[src/design/usc_pkg.sv]
// Shared constants and types for the serial engine control block
package usc_pkg;

  // ==========================================================
  // Link between controller end and device end
  // ==========================================================
  typedef logic [7:0] usc_byte_t;
  typedef logic [2:0] usc_idx_t;

  // Register indices on the link
  localparam usc_idx_t IDX_CLKCTL = 3'h0;
  localparam usc_idx_t IDX_ADDR = 3'h1;
  localparam usc_idx_t IDX_OSTALL = 3'h2;
  localparam usc_idx_t IDX_ISTALL = 3'h3;
  localparam usc_idx_t IDX_STATUS = 3'h4;

  localparam int unsigned EP_MAX = 8;
  localparam int unsigned EP_NARROW = 4;
  localparam usc_byte_t REG_RESET = 8'h00;

  // ==========================================================
  // usb_clock_fifo_select_control fields
  // ==========================================================
  localparam int CLK_PULLUP = 7;
  localparam int CLK_OSC = 6;
  localparam int CLK_PLL = 5;
  localparam int CLK_SUSP = 4;
  localparam int CLK_EN = 3;
  localparam int FSEL_W = 3;
  localparam usc_byte_t CLK_WMASK_WIDE = 8'hFF;
  localparam usc_byte_t CLK_WMASK_NARROW = 8'hFB;

  // ==========================================================
  // device_address_wake and serial_engine_status fields
  // ==========================================================
  localparam int ADDR_WAKE = 0;
  localparam int ADDR_W = 7;
  localparam int STS_NAKMASK = 7;
  localparam int STS_RXERR = 6;
  localparam int STS_NORESP = 4;
  localparam int STS_IN = 3;
  localparam int STS_OUT = 2;
  localparam int STS_FIFOERR = 1;
  localparam int STS_UPDMODE = 0;
  // Flags written as one keep their value
  localparam logic [6:0] STS_KEEP_FLAGS = 7'h7E;

  // ==========================================================
  // Controller APB map
  // ==========================================================
  localparam int APB_AW = 8;
  localparam logic [APB_AW-1:0] OFS_CMD = 8'h00;
  localparam logic [APB_AW-1:0] OFS_STAT = 8'h04;
  localparam int CMD_IDX_LSB = 0;
  localparam int CMD_WD_LSB = 8;
  localparam int CMD_WRITE = 16;
  localparam int CMD_START = 31;
  localparam int STAT_BUSY = 0;
  localparam int STAT_HOLD = 1;
  localparam int STAT_RD_LSB = 8;

  typedef enum logic [1:0] {
    ST_IDLE = 2'b00,
    ST_HOLD = 2'b01,
    ST_WAIT = 2'b10
  } usc_ctl_state_t;

endpackage : usc_pkg

[src/design/usc_link_if.sv]
// Register link between the firmware controller and the engine
`timescale 1ns/1ps
`default_nettype none
interface usc_link_if;
  logic wr;
  logic rd;
  usc_pkg::usc_idx_t idx;
  usc_pkg::usc_byte_t wdata;
  usc_pkg::usc_byte_t rdata;
  logic ack;

  modport device (input wr, rd, idx, wdata, output rdata, ack);
  modport ctrl (output wr, rd, idx, wdata, input rdata, ack);
endinterface : usc_link_if
`default_nettype wire

[src/design/usc_device.sv]
// Engine end: control, address, stall and status registers
//
// Behaviour
// - Eight endpoints: select codes map ascending
// - Six endpoints: codes 101..111 pick endpoint 5
// - Control bit connects data-plus pull-up resistor
// - Firmware sets oscillator bit per crystal
// - Clock source bit chooses oscillator or PLL
// - Suspend bit enters low-power halt mode
// - Engine clock enable gates engine clock
// - Address in bits 7..1, wake bit 0
// - Wake bit enables remote wake-up
// - Firmware loads address after setup stage
// - Per-endpoint OUT stall bits, set on fault
// - Per-endpoint IN stall bits, set on fault
// - Bus reset or setup clears stall bits
// - NAK mask bit suppresses NAK interrupt
// - Receive error flag sticky until cleared
// - No-response error flag sticky until cleared
// - Read-only bit shows current IN token
// - OUT flag set on data-bearing OUT token
// - Next valid setup clears OUT flag
// - FIFO access error flag sticky until cleared
// - Address update immediate or after IN read
// - Firmware clears update mode after setup
`timescale 1ns/1ps
`default_nettype none
module usc_device #(
  parameter int unsigned ENDPOINTS = usc_pkg::EP_MAX
) (
  input wire logic i_clock,
  input wire logic i_sys_rst,
  usc_link_if.device link,
  input wire logic i_usb_bus_reset,
  input wire logic i_setup_token,
  input wire logic i_in_token,
  input wire logic i_out_data_token,
  input wire logic i_crc_error,
  input wire logic i_pid_error,
  input wire logic i_stuff_error,
  input wire logic i_no_response_error,
  input wire logic i_fifo_access_error,
  input wire logic i_nak_sent,
  input wire logic i_in_read_ok,
  input wire usc_pkg::usc_byte_t i_ep_out_fault,
  input wire usc_pkg::usc_byte_t i_ep_in_fault,
  output logic o_usb_data_plus_pullup,
  output logic o_oscillator_freq_select,
  output logic o_system_clock_from_pll,
  output logic o_suspend_halt_enable,
  output logic o_usb_engine_clock_enable,
  output logic [usc_pkg::FSEL_W-1:0] o_fifo_endpoint,
  output logic [usc_pkg::ADDR_W-1:0] o_device_address,
  output logic o_remote_wake_enable,
  output logic o_nak_interrupt,
  output usc_pkg::usc_byte_t o_out_stall_bits,
  output usc_pkg::usc_byte_t o_in_stall_bits
);
  import usc_pkg::*;

  // ==========================================================
  // Helpers
  // ==========================================================
  function automatic usc_byte_t ep_mask(input int unsigned n);
    usc_byte_t m;
    m = REG_RESET;
    for (int i = 0; i < EP_MAX; i++) begin
      if (i < n) begin
        m[i] = 1'b1;
      end
    end
    return m;
  endfunction : ep_mask

  // Codes past the last endpoint fold onto it
  function automatic logic [FSEL_W-1:0] fifo_ep(
    input logic [FSEL_W-1:0] sel, input int unsigned n);
    logic [FSEL_W-1:0] last;
    last = FSEL_W'(n - 1);
    if (sel >= last) begin
      return last;
    end
    return sel;
  endfunction : fifo_ep

  function automatic usc_byte_t stall_next(input usc_byte_t cur,
    input logic wr, input usc_byte_t wd, input logic clr,
    input usc_byte_t fault, input usc_byte_t mask);
    usc_byte_t v;
    v = wr ? wd : cur;
    if (clr) begin
      v = REG_RESET;
    end
    return (v | fault) & mask;
  endfunction : stall_next

  // Writing one keeps a flag, zero clears it; a set wins
  function automatic logic flag_next(input logic cur, input logic wr,
    input logic wbit, input logic set);
    return set | (cur & ~(wr & ~wbit));
  endfunction : flag_next

  localparam usc_byte_t IMPL = ep_mask(ENDPOINTS);
  localparam usc_byte_t CLK_WMASK =
    (ENDPOINTS > EP_NARROW) ? CLK_WMASK_WIDE : CLK_WMASK_NARROW;

  logic wr_clkctl;
  logic wr_addr;
  logic wr_ostall;
  logic wr_istall;
  logic wr_status;
  usc_byte_t clkctl;
  usc_byte_t addr_reg;
  logic addr_pending;
  logic nak_mask;
  logic crc_flag;
  logic noresp_flag;
  logic in_now;
  logic out_flag;
  logic fifo_err_flag;
  logic addr_mode;
  logic stall_clear;
  usc_byte_t serial_engine_status_view;
  usc_byte_t next_out_stall;
  usc_byte_t next_in_stall;

  assign wr_clkctl = link.wr && (link.idx == IDX_CLKCTL);
  assign wr_addr = link.wr && (link.idx == IDX_ADDR);
  assign wr_ostall = link.wr && (link.idx == IDX_OSTALL);
  assign wr_istall = link.wr && (link.idx == IDX_ISTALL);
  assign wr_status = link.wr && (link.idx == IDX_STATUS);

  // ==========================================================
  // Clock, pull-up and FIFO select control
  // ==========================================================
  always_ff @(posedge i_clock) begin
    if (i_sys_rst) begin
      clkctl <= REG_RESET;
    end else if (wr_clkctl) begin
      clkctl <= link.wdata & CLK_WMASK;
    end
  end

  // Outputs lag the register by one cycle
  always_ff @(posedge i_clock) begin
    if (i_sys_rst) begin
      o_usb_data_plus_pullup <= 1'b0;
      o_oscillator_freq_select <= 1'b0;
      o_system_clock_from_pll <= 1'b0;
      o_suspend_halt_enable <= 1'b0;
      o_usb_engine_clock_enable <= 1'b0;
      o_fifo_endpoint <= '0;
    end else begin
      o_usb_data_plus_pullup <= clkctl[CLK_PULLUP];
      o_oscillator_freq_select <= clkctl[CLK_OSC];
      o_system_clock_from_pll <= clkctl[CLK_PLL];
      o_suspend_halt_enable <= clkctl[CLK_SUSP];
      o_usb_engine_clock_enable <= clkctl[CLK_EN];
      o_fifo_endpoint <= fifo_ep(clkctl[FSEL_W-1:0], ENDPOINTS);
    end
  end

  // ==========================================================
  // Device address and remote wake-up
  // ==========================================================
  always_ff @(posedge i_clock) begin
    if (i_sys_rst) begin
      addr_reg <= REG_RESET;
      o_remote_wake_enable <= 1'b0;
    end else begin
      if (wr_addr) begin
        addr_reg <= link.wdata;
      end
      o_remote_wake_enable <= addr_reg[ADDR_WAKE];
    end
  end

  always_ff @(posedge i_clock) begin
    if (i_sys_rst) begin
      o_device_address <= '0;
      addr_pending <= 1'b0;
    end else if (wr_addr) begin
      if (!addr_mode) begin
        o_device_address <= link.wdata[ADDR_W:1];
        addr_pending <= 1'b0;
      end else begin
        addr_pending <= 1'b1;
      end
    end else if (addr_pending && i_in_read_ok) begin
      o_device_address <= addr_reg[ADDR_W:1];
      addr_pending <= 1'b0;
    end
  end

  // ==========================================================
  // Stall bits
  // ==========================================================
  // bus reset or setup clears
  assign stall_clear = i_usb_bus_reset | i_setup_token;

  always_comb begin
    // OUT stall write and fault set
    next_out_stall = stall_next(o_out_stall_bits, wr_ostall, link.wdata,
      stall_clear, i_ep_out_fault, IMPL);
    // IN stall write and fault set
    next_in_stall = stall_next(o_in_stall_bits, wr_istall, link.wdata,
      stall_clear, i_ep_in_fault, IMPL);
  end

  always_ff @(posedge i_clock) begin
    if (i_sys_rst) begin
      o_out_stall_bits <= REG_RESET;
      o_in_stall_bits <= REG_RESET;
    end else begin
      o_out_stall_bits <= next_out_stall;
      o_in_stall_bits <= next_in_stall;
    end
  end

  // ==========================================================
  // Engine status
  // ==========================================================
  always_ff @(posedge i_clock) begin
    if (i_sys_rst) begin
      nak_mask <= 1'b0;
      addr_mode <= 1'b0;
      crc_flag <= 1'b0;
      noresp_flag <= 1'b0;
      fifo_err_flag <= 1'b0;
      out_flag <= 1'b0;
      in_now <= 1'b0;
    end else begin
      if (wr_status) begin
        nak_mask <= link.wdata[STS_NAKMASK];
        addr_mode <= link.wdata[STS_UPDMODE];
      end
      crc_flag <= flag_next(crc_flag, wr_status, link.wdata[STS_RXERR],
        i_crc_error | i_pid_error | i_stuff_error);
      noresp_flag <= flag_next(noresp_flag, wr_status,
        link.wdata[STS_NORESP], i_no_response_error);
      fifo_err_flag <= flag_next(fifo_err_flag, wr_status,
        link.wdata[STS_FIFOERR], i_fifo_access_error);
      out_flag <= flag_next(out_flag & ~i_setup_token, wr_status,
        link.wdata[STS_OUT], i_out_data_token);
      in_now <= i_in_token;
    end
  end

  always_ff @(posedge i_clock) begin
    if (i_sys_rst) begin
      o_nak_interrupt <= 1'b0;
    end else begin
      o_nak_interrupt <= i_nak_sent & ~nak_mask;
    end
  end

  assign serial_engine_status_view = {nak_mask, crc_flag, 1'b0, noresp_flag, in_now,
    out_flag, fifo_err_flag, addr_mode};

  // ==========================================================
  // Link read-back
  // ==========================================================
  always_ff @(posedge i_clock) begin
    if (i_sys_rst) begin
      link.rdata <= REG_RESET;
      link.ack <= 1'b0;
    end else begin
      link.ack <= link.wr | link.rd;
      if (link.rd) begin
        unique case (link.idx)
          IDX_CLKCTL: link.rdata <= clkctl;
          IDX_ADDR: link.rdata <= addr_reg;
          IDX_OSTALL: link.rdata <= o_out_stall_bits;
          IDX_ISTALL: link.rdata <= o_in_stall_bits;
          IDX_STATUS: link.rdata <= serial_engine_status_view;
          default: link.rdata <= REG_RESET;
        endcase
      end
    end
  end

endmodule : usc_device
`default_nettype wire

[src/flat_wrapper.sv]
// flat-port wrapper written by rule: the top's interface ports become plain ports
module usc_device_flat import usc_pkg::*;
#(
  parameter int unsigned ENDPOINTS = usc_pkg::EP_MAX
)
  (i_clock, i_sys_rst, i_usb_bus_reset, i_setup_token, i_in_token, i_out_data_token, i_crc_error, i_pid_error, i_stuff_error, i_no_response_error, i_fifo_access_error, i_nak_sent, i_in_read_ok, i_ep_out_fault, i_ep_in_fault, o_usb_data_plus_pullup, o_oscillator_freq_select, o_system_clock_from_pll, o_suspend_halt_enable, o_usb_engine_clock_enable, o_fifo_endpoint, o_device_address, o_remote_wake_enable, o_nak_interrupt, o_out_stall_bits, o_in_stall_bits, link_wr, link_rd, link_idx, link_wdata, link_rdata, link_ack);
  usc_link_if link_i ();
  input wire logic i_clock;
  input wire logic i_sys_rst;
  input wire logic i_usb_bus_reset;
  input wire logic i_setup_token;
  input wire logic i_in_token;
  input wire logic i_out_data_token;
  input wire logic i_crc_error;
  input wire logic i_pid_error;
  input wire logic i_stuff_error;
  input wire logic i_no_response_error;
  input wire logic i_fifo_access_error;
  input wire logic i_nak_sent;
  input wire logic i_in_read_ok;
  input wire usc_pkg::usc_byte_t i_ep_out_fault;
  input wire usc_pkg::usc_byte_t i_ep_in_fault;
  output logic o_usb_data_plus_pullup;
  output logic o_oscillator_freq_select;
  output logic o_system_clock_from_pll;
  output logic o_suspend_halt_enable;
  output logic o_usb_engine_clock_enable;
  output logic [usc_pkg::FSEL_W-1:0] o_fifo_endpoint;
  output logic [usc_pkg::ADDR_W-1:0] o_device_address;
  output logic o_remote_wake_enable;
  output logic o_nak_interrupt;
  output usc_pkg::usc_byte_t o_out_stall_bits;
  output usc_pkg::usc_byte_t o_in_stall_bits;
  input wire logic [$bits(link_i.wr)-1:0] link_wr;
  input wire logic [$bits(link_i.rd)-1:0] link_rd;
  input wire logic [$bits(link_i.idx)-1:0] link_idx;
  input wire logic [$bits(link_i.wdata)-1:0] link_wdata;
  output wire logic [$bits(link_i.rdata)-1:0] link_rdata;
  output wire logic [$bits(link_i.ack)-1:0] link_ack;
  assign link_i.wr = link_wr;
  assign link_i.rd = link_rd;
  assign link_i.idx = link_idx;
  assign link_i.wdata = link_wdata;
  assign link_rdata = link_i.rdata;
  assign link_ack = link_i.ack;
  usc_device #(.ENDPOINTS(ENDPOINTS)) u_core (.i_clock(i_clock), .i_sys_rst(i_sys_rst), .link(link_i), .i_usb_bus_reset(i_usb_bus_reset), .i_setup_token(i_setup_token), .i_in_token(i_in_token), .i_out_data_token(i_out_data_token), .i_crc_error(i_crc_error), .i_pid_error(i_pid_error), .i_stuff_error(i_stuff_error), .i_no_response_error(i_no_response_error), .i_fifo_access_error(i_fifo_access_error), .i_nak_sent(i_nak_sent), .i_in_read_ok(i_in_read_ok), .i_ep_out_fault(i_ep_out_fault), .i_ep_in_fault(i_ep_in_fault), .o_usb_data_plus_pullup(o_usb_data_plus_pullup), .o_oscillator_freq_select(o_oscillator_freq_select), .o_system_clock_from_pll(o_system_clock_from_pll), .o_suspend_halt_enable(o_suspend_halt_enable), .o_usb_engine_clock_enable(o_usb_engine_clock_enable), .o_fifo_endpoint(o_fifo_endpoint), .o_device_address(o_device_address), .o_remote_wake_enable(o_remote_wake_enable), .o_nak_interrupt(o_nak_interrupt), .o_out_stall_bits(o_out_stall_bits), .o_in_stall_bits(o_in_stall_bits));
endmodule
[config.mk]
export PLATFORM = sky130hd
export DESIGN_NAME = usc_device_flat
export DESIGN_NICKNAME = d
export VERILOG_FILES = /design/src/design/usc_pkg.sv /design/src/design/usc_link_if.sv /design/src/design/usc_device.sv /design/src/flat_wrapper.sv
export SDC_FILE = /design/constraint.sdc
export NUM_CORES = 1
export LEC_CHECK = 0
export BUFFER_PORTS_ARGS = -buffer_cell sky130_fd_sc_hd__buf_2
export CAP_MARGIN = 40
export CORE_MARGIN = 8
export CORE_UTILIZATION = 55
export CTS_BUF_LIST = sky130_fd_sc_hd__clkbuf_4
export CTS_CLUSTER_SIZE = 40
export DETAILED_ROUTE_END_ITERATION = 10
export PLACE_DENSITY = 0.85
export RECOVER_POWER = 100
export SLEW_MARGIN = 5
export SYNTH_ARGS = -nofsm -noshare
export SYNTH_HDL_FRONTEND = slang
export SYNTH_SLANG_ARGS = --single-unit
[constraint.sdc]
create_clock -name i_clock -period 2.2 [get_ports i_clock]
set_input_delay 0.11 -clock i_clock [delete_from_list [all_inputs] [get_ports i_clock]]
set_output_delay 0.11 -clock i_clock [all_outputs]
set_load 0.03 [all_outputs]
# == Word level (Yosys, flattened, before mapping) ==
# Index checks and enable logic that the tools add are counted.
# word_totals
register_bits,66
inputBits,42
out_inout_bits,42
elab_cells,83
# op_classes
n_lt_le_gt_ge,1
n_eq_ne,5
mux,15
bitwise,30
reduce_logical,9
# op_table
operator,n
case mux 8 bit (5 select lines),1
2-to-1 mux 8 bit,4
2-to-1 mux 7 bit,3
OR 8 bit,2
bitwise AND 1 bit,10
NOT 1 bit,10
OR 1 bit,8
== test 3 x 2 -> 1 bit (second input constant),2
logical AND 1 bit,6
2-to-1 mux 3 bit,2
2-to-1 mux 1 bit,5
== test 3 x 1 -> 1 bit (second input constant),1
== test 3 bit (second input constant),1
greater-or-equal comparator 3 bit (second input constant),1
logical NOT 3 bit,1
inequality test 2 bit (second input constant),1
AND reduction 2 bit,1
nonzero test 2 bit,1

# == Longest topological paths before layout ==
# Gate-level depths: netlist of the first run.
# depth
depth_word,6
depth_mapped,7
mapped_depth_nobuf,4

# == Least setup slack after synthesis of the first run ==
# No wires, ideal clock.
# synth_timing
path_kind,register to register
from,register u_core.o_out_stall_bits[5]
to,register u_core.link.rdata[5]
setup_time_ns,0.132
t_arrival_ns,1.045
required_time_ns,2.068
slack_ns,1.023
path_stages_with_launch,4
n_path_buf,0
synth_period_minus_slack_ns,1.177
path_cell_list,dfxtp_1 mux4_1 nand3b_1 a21oi_1
# synth_via
elab_chain_cells,1
# synth_rtl
element,line,rtl
from (decl),usc_device.sv:56,"output usc_pkg::usc_byte_t o_out_stall_bits,"
from (signal assigned),usc_device.sv:215,o_out_stall_bits <= next_out_stall;
case mux 8 bit (5 select lines),usc_device.sv:270,unique case (link.idx)
to (signal assigned),usc_device.sv:271,IDX_CLKCTL: link.rdata <= clkctl;
to (signal assigned),usc_device.sv:272,IDX_ADDR: link.rdata <= addr_reg;
to (signal assigned),usc_device.sv:273,IDX_OSTALL: link.rdata <= o_out_stall_bits;
to (decl),usc_link_if.sv:12,"modport device (input wr, rd, idx, wdata, output rdata, ack);"
# No other way between the ends.
# A chain may end at the register's enable or synchronous reset.

# == Worst setup path after layout of the first run ==
# layout_timing
from,input port link_idx[1]
to,register u_core.o_device_address[5] (netlist bit)
# layout_via
elab_chain_cells,4
elab_cells_between_ends,6
cone_classes,eq/ne (2); mux (1); reduce/logical (3)
# layout_rtl
element,line,rtl
from (decl),flat_wrapper.sv:36,input wire logic [$bits(link_i.idx)-1:0] link_idx;
== test 3 x 1 -> 1 bit (*),usc_device.sv:128,assign wr_addr = link.wr && (link.idx == IDX_ADDR);
logical AND 1 bit (*),usc_device.sv:128,
inequality test 2 bit (no line) or nonzero test 2 bit (tied branches),--,
AND reduction 2 bit (no line),--,
to (signal assigned),usc_device.sv:184,o_device_address <= link.wdata[ADDR_W:1];
to (signal assigned),usc_device.sv:190,o_device_address <= addr_reg[ADDR_W:1];
to (decl),usc_device.sv:53,"output logic [usc_pkg::ADDR_W-1:0] o_device_address,"
# Every way passes the cells marked *; elsewhere a longest branch is shown, timed or not.

==> results.txt, run 1 <==
top-count cell post-synth - dfxtp_1
Final Hold Vio Count - 0
Ys Warns - 0
Via-to-Cell Ratio - 5.51
share of layout cells above drive strength 1 - 15.1%
Die H - 88.0 um
# DRC - 0
post-synth cell types - 32
Peak Freq - 530 MHz
hold path endpoint - u_core.addr_pending
run status - finished, final reports clean
final clock skew - 0.0122 ns
Post-synth top cells - dfxtp_1 (66), nand2_1 (35), mux2i_1 (32)
worst slew pin tran - 1.36 ns
final hold slack - 0.0244 ns
Seq/Total Area, Yosys - 46.4%
CP Launch Type - primary input
CTS tree - built
Post-Route WL - 8390 um
Hold Crit Start - i_in_read_ok
Worst R2R Path Depth - 3
first-pass GRT wire length - 13500 um
Post-Syn Instances - 314
io pins - 84
Final Max Slew Viols - 0
RSZ-0062 raised after global routing - no
initial detailed-routing violation count - 277
Req. time, crit path - 2.45 ns
Rows - 26
final setup fails - 0
min-delay worst type - in2reg
die width - 88.0 um
Mapped Nets - 356
Synth Flop Type - dfxtp_1
Worst VDD drop - 0.398 mV
Clock Sinks - 66
Detail Placement HPWL - 5410 um
Worst R2R End - u_core.link.rdata[5]
GRT Util Overall - 22.7%
setup slack, reg-to-reg - 0.96 ns
top cell type's share of synthesized area - 46.4%
Async S/R FF share, synth - 0%
initial antenna violation count - 1
Area growth, synth to finish - 27.2%
Cell Chain, Critical Path - clkbuf_1, and4bb_1, clkbuf_1, nor3_1, nor4_2
CP max FO - 22
largest area contributor in the netlist - dfxtp_1
slowest CP cell - clkbuf_1
Critical Path Max Stage Delay - 0.93 ns
H-tree depth - 3
DR pass1 iterations - 5
PD cells - 664 nW/um^2
dpl cells - 448
vias - 2732
leakage power - 0.00152 uW
mapped cell area - 2850 um^2
Fin Setup TNS - 0 ns
non-filler cells, final - 496
area occupied by registers - 1320 um^2
Worst Path Buf+Inv - 2
CTS Buffer Depth - 2
CP delay by family, top - buffers and inverters
most used cell along the critical path - clkbuf_1
pin count of the biggest net entering global routing - 67
flip-flop and latch count after synthesis - 66
min Tclk post-route - 1.89 ns
max_cap viols - 0
global routing usage on met3 - 5.35%
global route hottest layer - met2
M2 GR Usage - 38.2%
EDFF count, synth - 0
synth top area cells - dfxtp_1 (46%), mux2i_1 (11%), a21oi_1 (5.1%), o22ai_1 (4.8%), nand2_1 (4.6%)
Setup WS pre-CTS - 0.590 ns
Final ANT Viol Nets - 0
CTS clock-pin slew for the worst setup and hold paths - 0.11 ns
die area - 7740 um^2
Skew-Pair Late Insertion Delay - 0.42 ns
Num CTS Buffers - 9
count of input and output buffers - 83
post-route setup slack - 0.311 ns
slew margin rel. - 9.28%
grt met1 use - 25.9%
RR Startpoint - u_core.addr_reg[5]
Critical Path AT - 2.14 ns
Starting Density - 56.5%
GRT Residual Overflow - 0
class of the most critical setup path - in2reg
global placer's final weighted congestion - 0.885
clock root cell - clkbuf_4
Core Area - 5040 um^2
Mean Syn Cell Area - 9.08 um^2
nets@finish - 463
footprint of the multi-input gates - 1330 um^2
crit end category - flip-flop
hold path cells - 4
DR WL/cell - 16.9 um
fin util - 71.9%
Filler cells - 407
number of global-route vias before repair - 2727
Final Cycle Share - 85.8%
## logic make-up after synthesis
group | Yosys count | share of synthesized area [%]
buf+inv | 40 | 6.63
flops | 66 | 46.4
compound gates | 63 | 12.2
simple gates | 111 | 21.9
mux | 34 | 13.0
## layer usage
layer | wire length (um) | vias up
li1 | - | 1307
met1 | 3350 | 1280
met2 | 4170 | 124
met3 | 614 | 21
met4 | 252 | 0
met5 | 0 | -
## repair_timing
action | in CTS | in global routing
hold endpoints to repair | 38 | 0
hold buffers | 32 | 0
gates resized for setup | 0 | 0
setup buffers | 0 | 0
## per-stage QoR
| step | total power (uW) | area, um^2 |
|---|---|---|
| floorplan | 1500 | 2850 |
| global placement | 1610 | 3250 |
| detailed placement | 1610 | 3250 |
| CTS | 2420 | 3700 |
| global route | 2510 | 3630 |
| finish | 2410 | 3630 |
## how the worst max path moves through the flow
| stage | start | end | slack, ns | cells after the start |
|---|---|---|---|---|
| finish | link_idx[1] | u_core.o_device_address[5] | 0.31 | 5 |
| global route | link_idx[1] | u_core.o_device_address[5] | 0.27 | 5 |
| CTS | link_wr | u_core.o_out_stall_bits[0] | 0.61 | 6 |
| detailed placement | link_idx[1] | u_core.noresp_flag | 0.59 | 5 |
| global placement | link_idx[1] | u_core.noresp_flag | 0.62 | 5 |
| floorplan | u_core.o_out_stall_bits[5] | u_core.link.rdata[5] | 1.02 | 3 |
## power breakdown
part / total [uW] / switching [uW] / internal, uW
Sequential: 1270 / 33.4 / 1240
Combinational: 356 / 214 / 142
Clock: 777 / 418 / 359
Total: 2410 / 665 / 1740
## area by class of cell
type | count | share of cell area, %
Multi-Input combinational cell | 208 | 36.6
Sequential cell | 66 | 36.4
Timing Repair Buffer | 117 | 19.0
Tap cell | 70 | 2.42
Clock buffer | 11 | 2.28
Inverter | 19 | 1.97
Clock inverter | 4 | 1.21
Antenna cell | 1 | 0.0690
## worst register-to-register path, stage by stage, from the launching register on
cell	delay, ns
dfxtp_1	0.34
mux4_1	0.56
nand3b_1	0.11
a21oi_1	0.06
## layout by cell type, fill, tap and decap left out, types with 2 or more instances in the layout
| cell type | synthesis | final |
|---|---|---|
| a21oi_1 | 29 | 29 |
| and2_1 | 2 | 2 |
| and3_1 | 6 | 6 |
| buf_2 | 4 | 39 |
| clkbuf_1 | 9 | 45 |
| clkbuf_4 | 0 | 11 |
| clkinv_2 | 0 | 2 |
| dfxtp_1 | 66 | 66 |
| dlygate4sd3_1 | 0 | 32 |
| inv_1 | 19 | 19 |
| mux2i_1 | 32 | 32 |
| nand2_1 | 35 | 35 |
| nand2b_1 | 9 | 9 |
| nand3b_1 | 1 | 2 |
| nor2_1 | 14 | 14 |
| nor2b_1 | 10 | 10 |
| nor3_1 | 17 | 17 |
| nor3b_1 | 2 | 2 |
| nor4_2 | 7 | 7 |
| o21ai_0 | 11 | 11 |
| o22ai_1 | 22 | 22 |
Note: power is estimated with default switching activity, not from simulation.
==> run 2: changes to the inputs <==
--- a/config.mk
+++ b/config.mk
@@ -5,7 +5,7 @@
 export SDC_FILE = /design/constraint.sdc
 export NUM_CORES = 1
 export LEC_CHECK = 0
-export BUFFER_PORTS_ARGS = -buffer_cell sky130_fd_sc_hd__buf_2
+export BUFFER_PORTS_ARGS = -buffer_cell sky130_fd_sc_hd__buf_4
 export CAP_MARGIN = 40
 export CORE_MARGIN = 8
 export CORE_UTILIZATION = 55
==> run 2 against run 1 <==
Against the previous run:
- cell area grew 2.9%
- clock-buffer cell count is the same
- setup slack gained 0.18 ns
- worst hold slack gained 0.0054 ns
- register-to-register slack is essentially flat
- sequential cell count is the same
- wire length grew 2.8%
- critical path type unchanged
- critical endpoint is now u_core.o_device_address[0]
- highest routed layer unchanged
==> results.txt, run 2 (same netlist as run 1, synthesis figures left out) <==
vias - 2773 (+1.5%)
Final Hold Vio Count - 0 (unchanged)
max_cap viols - 0 (unchanged)
number of global-route vias before repair - 2792 (+2.4%)
Critical Path Max Stage Delay - 0.53 ns (-0.40 ns)
die area - 7740 um^2 (unchanged)
Final Cycle Share - 77.8% (-8.1 points)
Starting Density - 56.5% (unchanged)
worst slew pin tran - 1.35 ns (-0.0119 ns)
Rows - 26 (unchanged)
share of layout cells above drive strength 1 - 14.8% (-0.30 points)
clock root cell - clkbuf_4
Core Area - 5040 um^2 (unchanged)
leakage power - 0.00157 uW (+2.7%)
DR pass1 iterations - 4 (-1)
die width - 88.0 um (unchanged)
pin count of the biggest net entering global routing - 67 (unchanged)
# DRC - 0 (unchanged)
sequential power share - 52.5% (-0.4 points)
ANT cells - 0 (-1)
Via-to-Cell Ratio - 5.58 (+1.3%)
CP max FO - 15 (-32%)
switching pwr - 664 uW (-0.19%)
RSZ-0062 raised after global routing - no
Skew-Pair Late Insertion Delay - 0.40 ns (-0.02 ns)
run status - finished, final reports clean
H-tree depth - 3 (unchanged)
Cell Chain, Critical Path - dlygate4sd3_1, clkbuf_1, and2b_1, nand3b_1, nor3_1, nor4_2
initial antenna violation count - 0 (-1)
Post-Route WL - 8630 um (+2.8%)
most common cell after layout, fill and taps aside - dfxtp_1
Clock Sinks - 66 (unchanged)
power share of the clock group - 31.9% (-0.4 points)
min Tclk post-route - 1.71 ns (-0.177 ns)
Detail Placement HPWL - 5600 um (+3.4%)
initial detailed-routing violation count - 178 (-36%)
Worst Setup SP - link_wr
final clock skew - 0.0143 ns (+0.00207 ns)
fin util - 74.0% (+2.1 points)
Die H - 88.0 um (unchanged)
final setup fails - 0 (unchanged)
DR WL/cell - 17.4 um (+2.6%)
count of input and output buffers - 83 (unchanged)
min-delay worst type - in2reg
power share of the combinational group - 15.7% (+0.9 points)
overall power - 2420 uW (+0.77%)
global placer's final weighted congestion - 0.871 (-1.6%)
RR Startpoint - u_core.o_out_stall_bits[5]
CP Launch Type - primary input
Area growth, synth to finish - 30.9%
class of the most critical setup path - in2reg
leading cell types in the layout, fill and taps excluded - dfxtp_1 (66), clkbuf_1 (43), buf_4 (39)
Design Area, Final - 3730 um^2 (+2.9%)
io pins - 84 (unchanged)
Final ANT Viol Nets - 0 (unchanged)
P_int - 1760 uW (+1.1%)
crit end category - flip-flop
PD cells - 650 nW/um^2 (-2.1%)
CTS Buffer Depth - 2 (unchanged)
Final Max Slew Viols - 0 (unchanged)
Worst VDD drop - 0.337 mV (-15%)
DP Area - 3460 um^2 (+6.4%)
Peak Freq - 584 MHz (+10%)
slowest CP cell - dlygate4sd3_1
Fin Setup TNS - 0 ns (unchanged)
first-pass GRT wire length - 13500 um (+0.56%)
post-CTS sizing - 0 (unchanged)
Critical Path AT - 1.94 ns (-0.20 ns)
nets@finish - 464 (+0.22%)
Req. time, crit path - 2.43 ns (-0.02 ns)
cts hold-fix bufs - 33 (+3.1%)
# Post-CTS Setup Buffers - 0 (unchanged)
slew margin rel. - 10.1% (+0.79 points)
sw frac - 27.4% (-0.26 points)
Num CTS Buffers - 9 (unchanged)
GRT Residual Overflow - 0 (unchanged)
Hold Crit Start - i_in_read_ok
GRT Util Overall - 22.9% (+0.15 points)
CTS clock-pin slew for the worst setup and hold paths - 0.09 ns (-0.02 ns)
CTS tree - built
[run 2: stage by stage]
stage | hold slack, ns | setup WS [ns] | instances
finish | 0.0298 | 0.489 | 497
CTS | 0.00875 | 0.624 | 497
detailed placement | 0.351 | 0.619 | 448
floorplan | 0.226 | 1.02 | 314
global route | 0.0543 | 0.388 | 497
global placement | 0.329 | 0.679 | 448
[run 2: power groups by stage]
stage          Clock, uW  Sequential (uW)  Combinational, uW
2_1_floorplan          0             1350                149
4_1_cts              778             1270                403
6_report             772             1270                380
5_1_grt              830             1280                407
3_5_place_dp           0             1300                355
3_3_place_gp           0             1300                349
[run 2: final timing paths]
| kind | endpoint | slack (ns) | cells past startpoint |
|---|---|---|---|
| max | u_core.o_device_address[0] | 0.49 | 6 |
| min | u_core.addr_pending | 0.03 | 4 |
| max reg2reg | u_core.link.rdata[5] | 0.95 | 3 |
| min reg2reg | u_core.link.rdata[3] | 0.47 | 2 |
[run 2: final cells by class]
| class | instances | area [um^2] |
|---|---|---|
| multi-input cells | 208 | 1320 |
| flip-flops and latches | 66 | 1320 |
| fillers | 399 | 1310 |
| repair buffers | 118 | 802 |
| well taps | 70 | 87.6 |
| clock buffers | 11 | 82.6 |
| inverters | 19 | 71.3 |
| clock inverters | 5 | 45.0 |
[run 2: critical path: cells and delay by family]
family,cells,cell delay [ns]
buf+inv,2,0.71
simple gates,4,1.12
[run 2: per-layer routing]
layer | GRT usage (%) | wire length (um) | part of all wire (%) | up-vias
li1 | - | - | - | 1313
met1 | 25.8 | 3470 | 40 | 1296
met2 | 38.9 | 4230 | 49 | 135
met3 | 4.13 | 605 | 7.0 | 29
met4 | 14.4 | 327 | 3.8 | 0
met5 | 0 | 0 | 0 | -
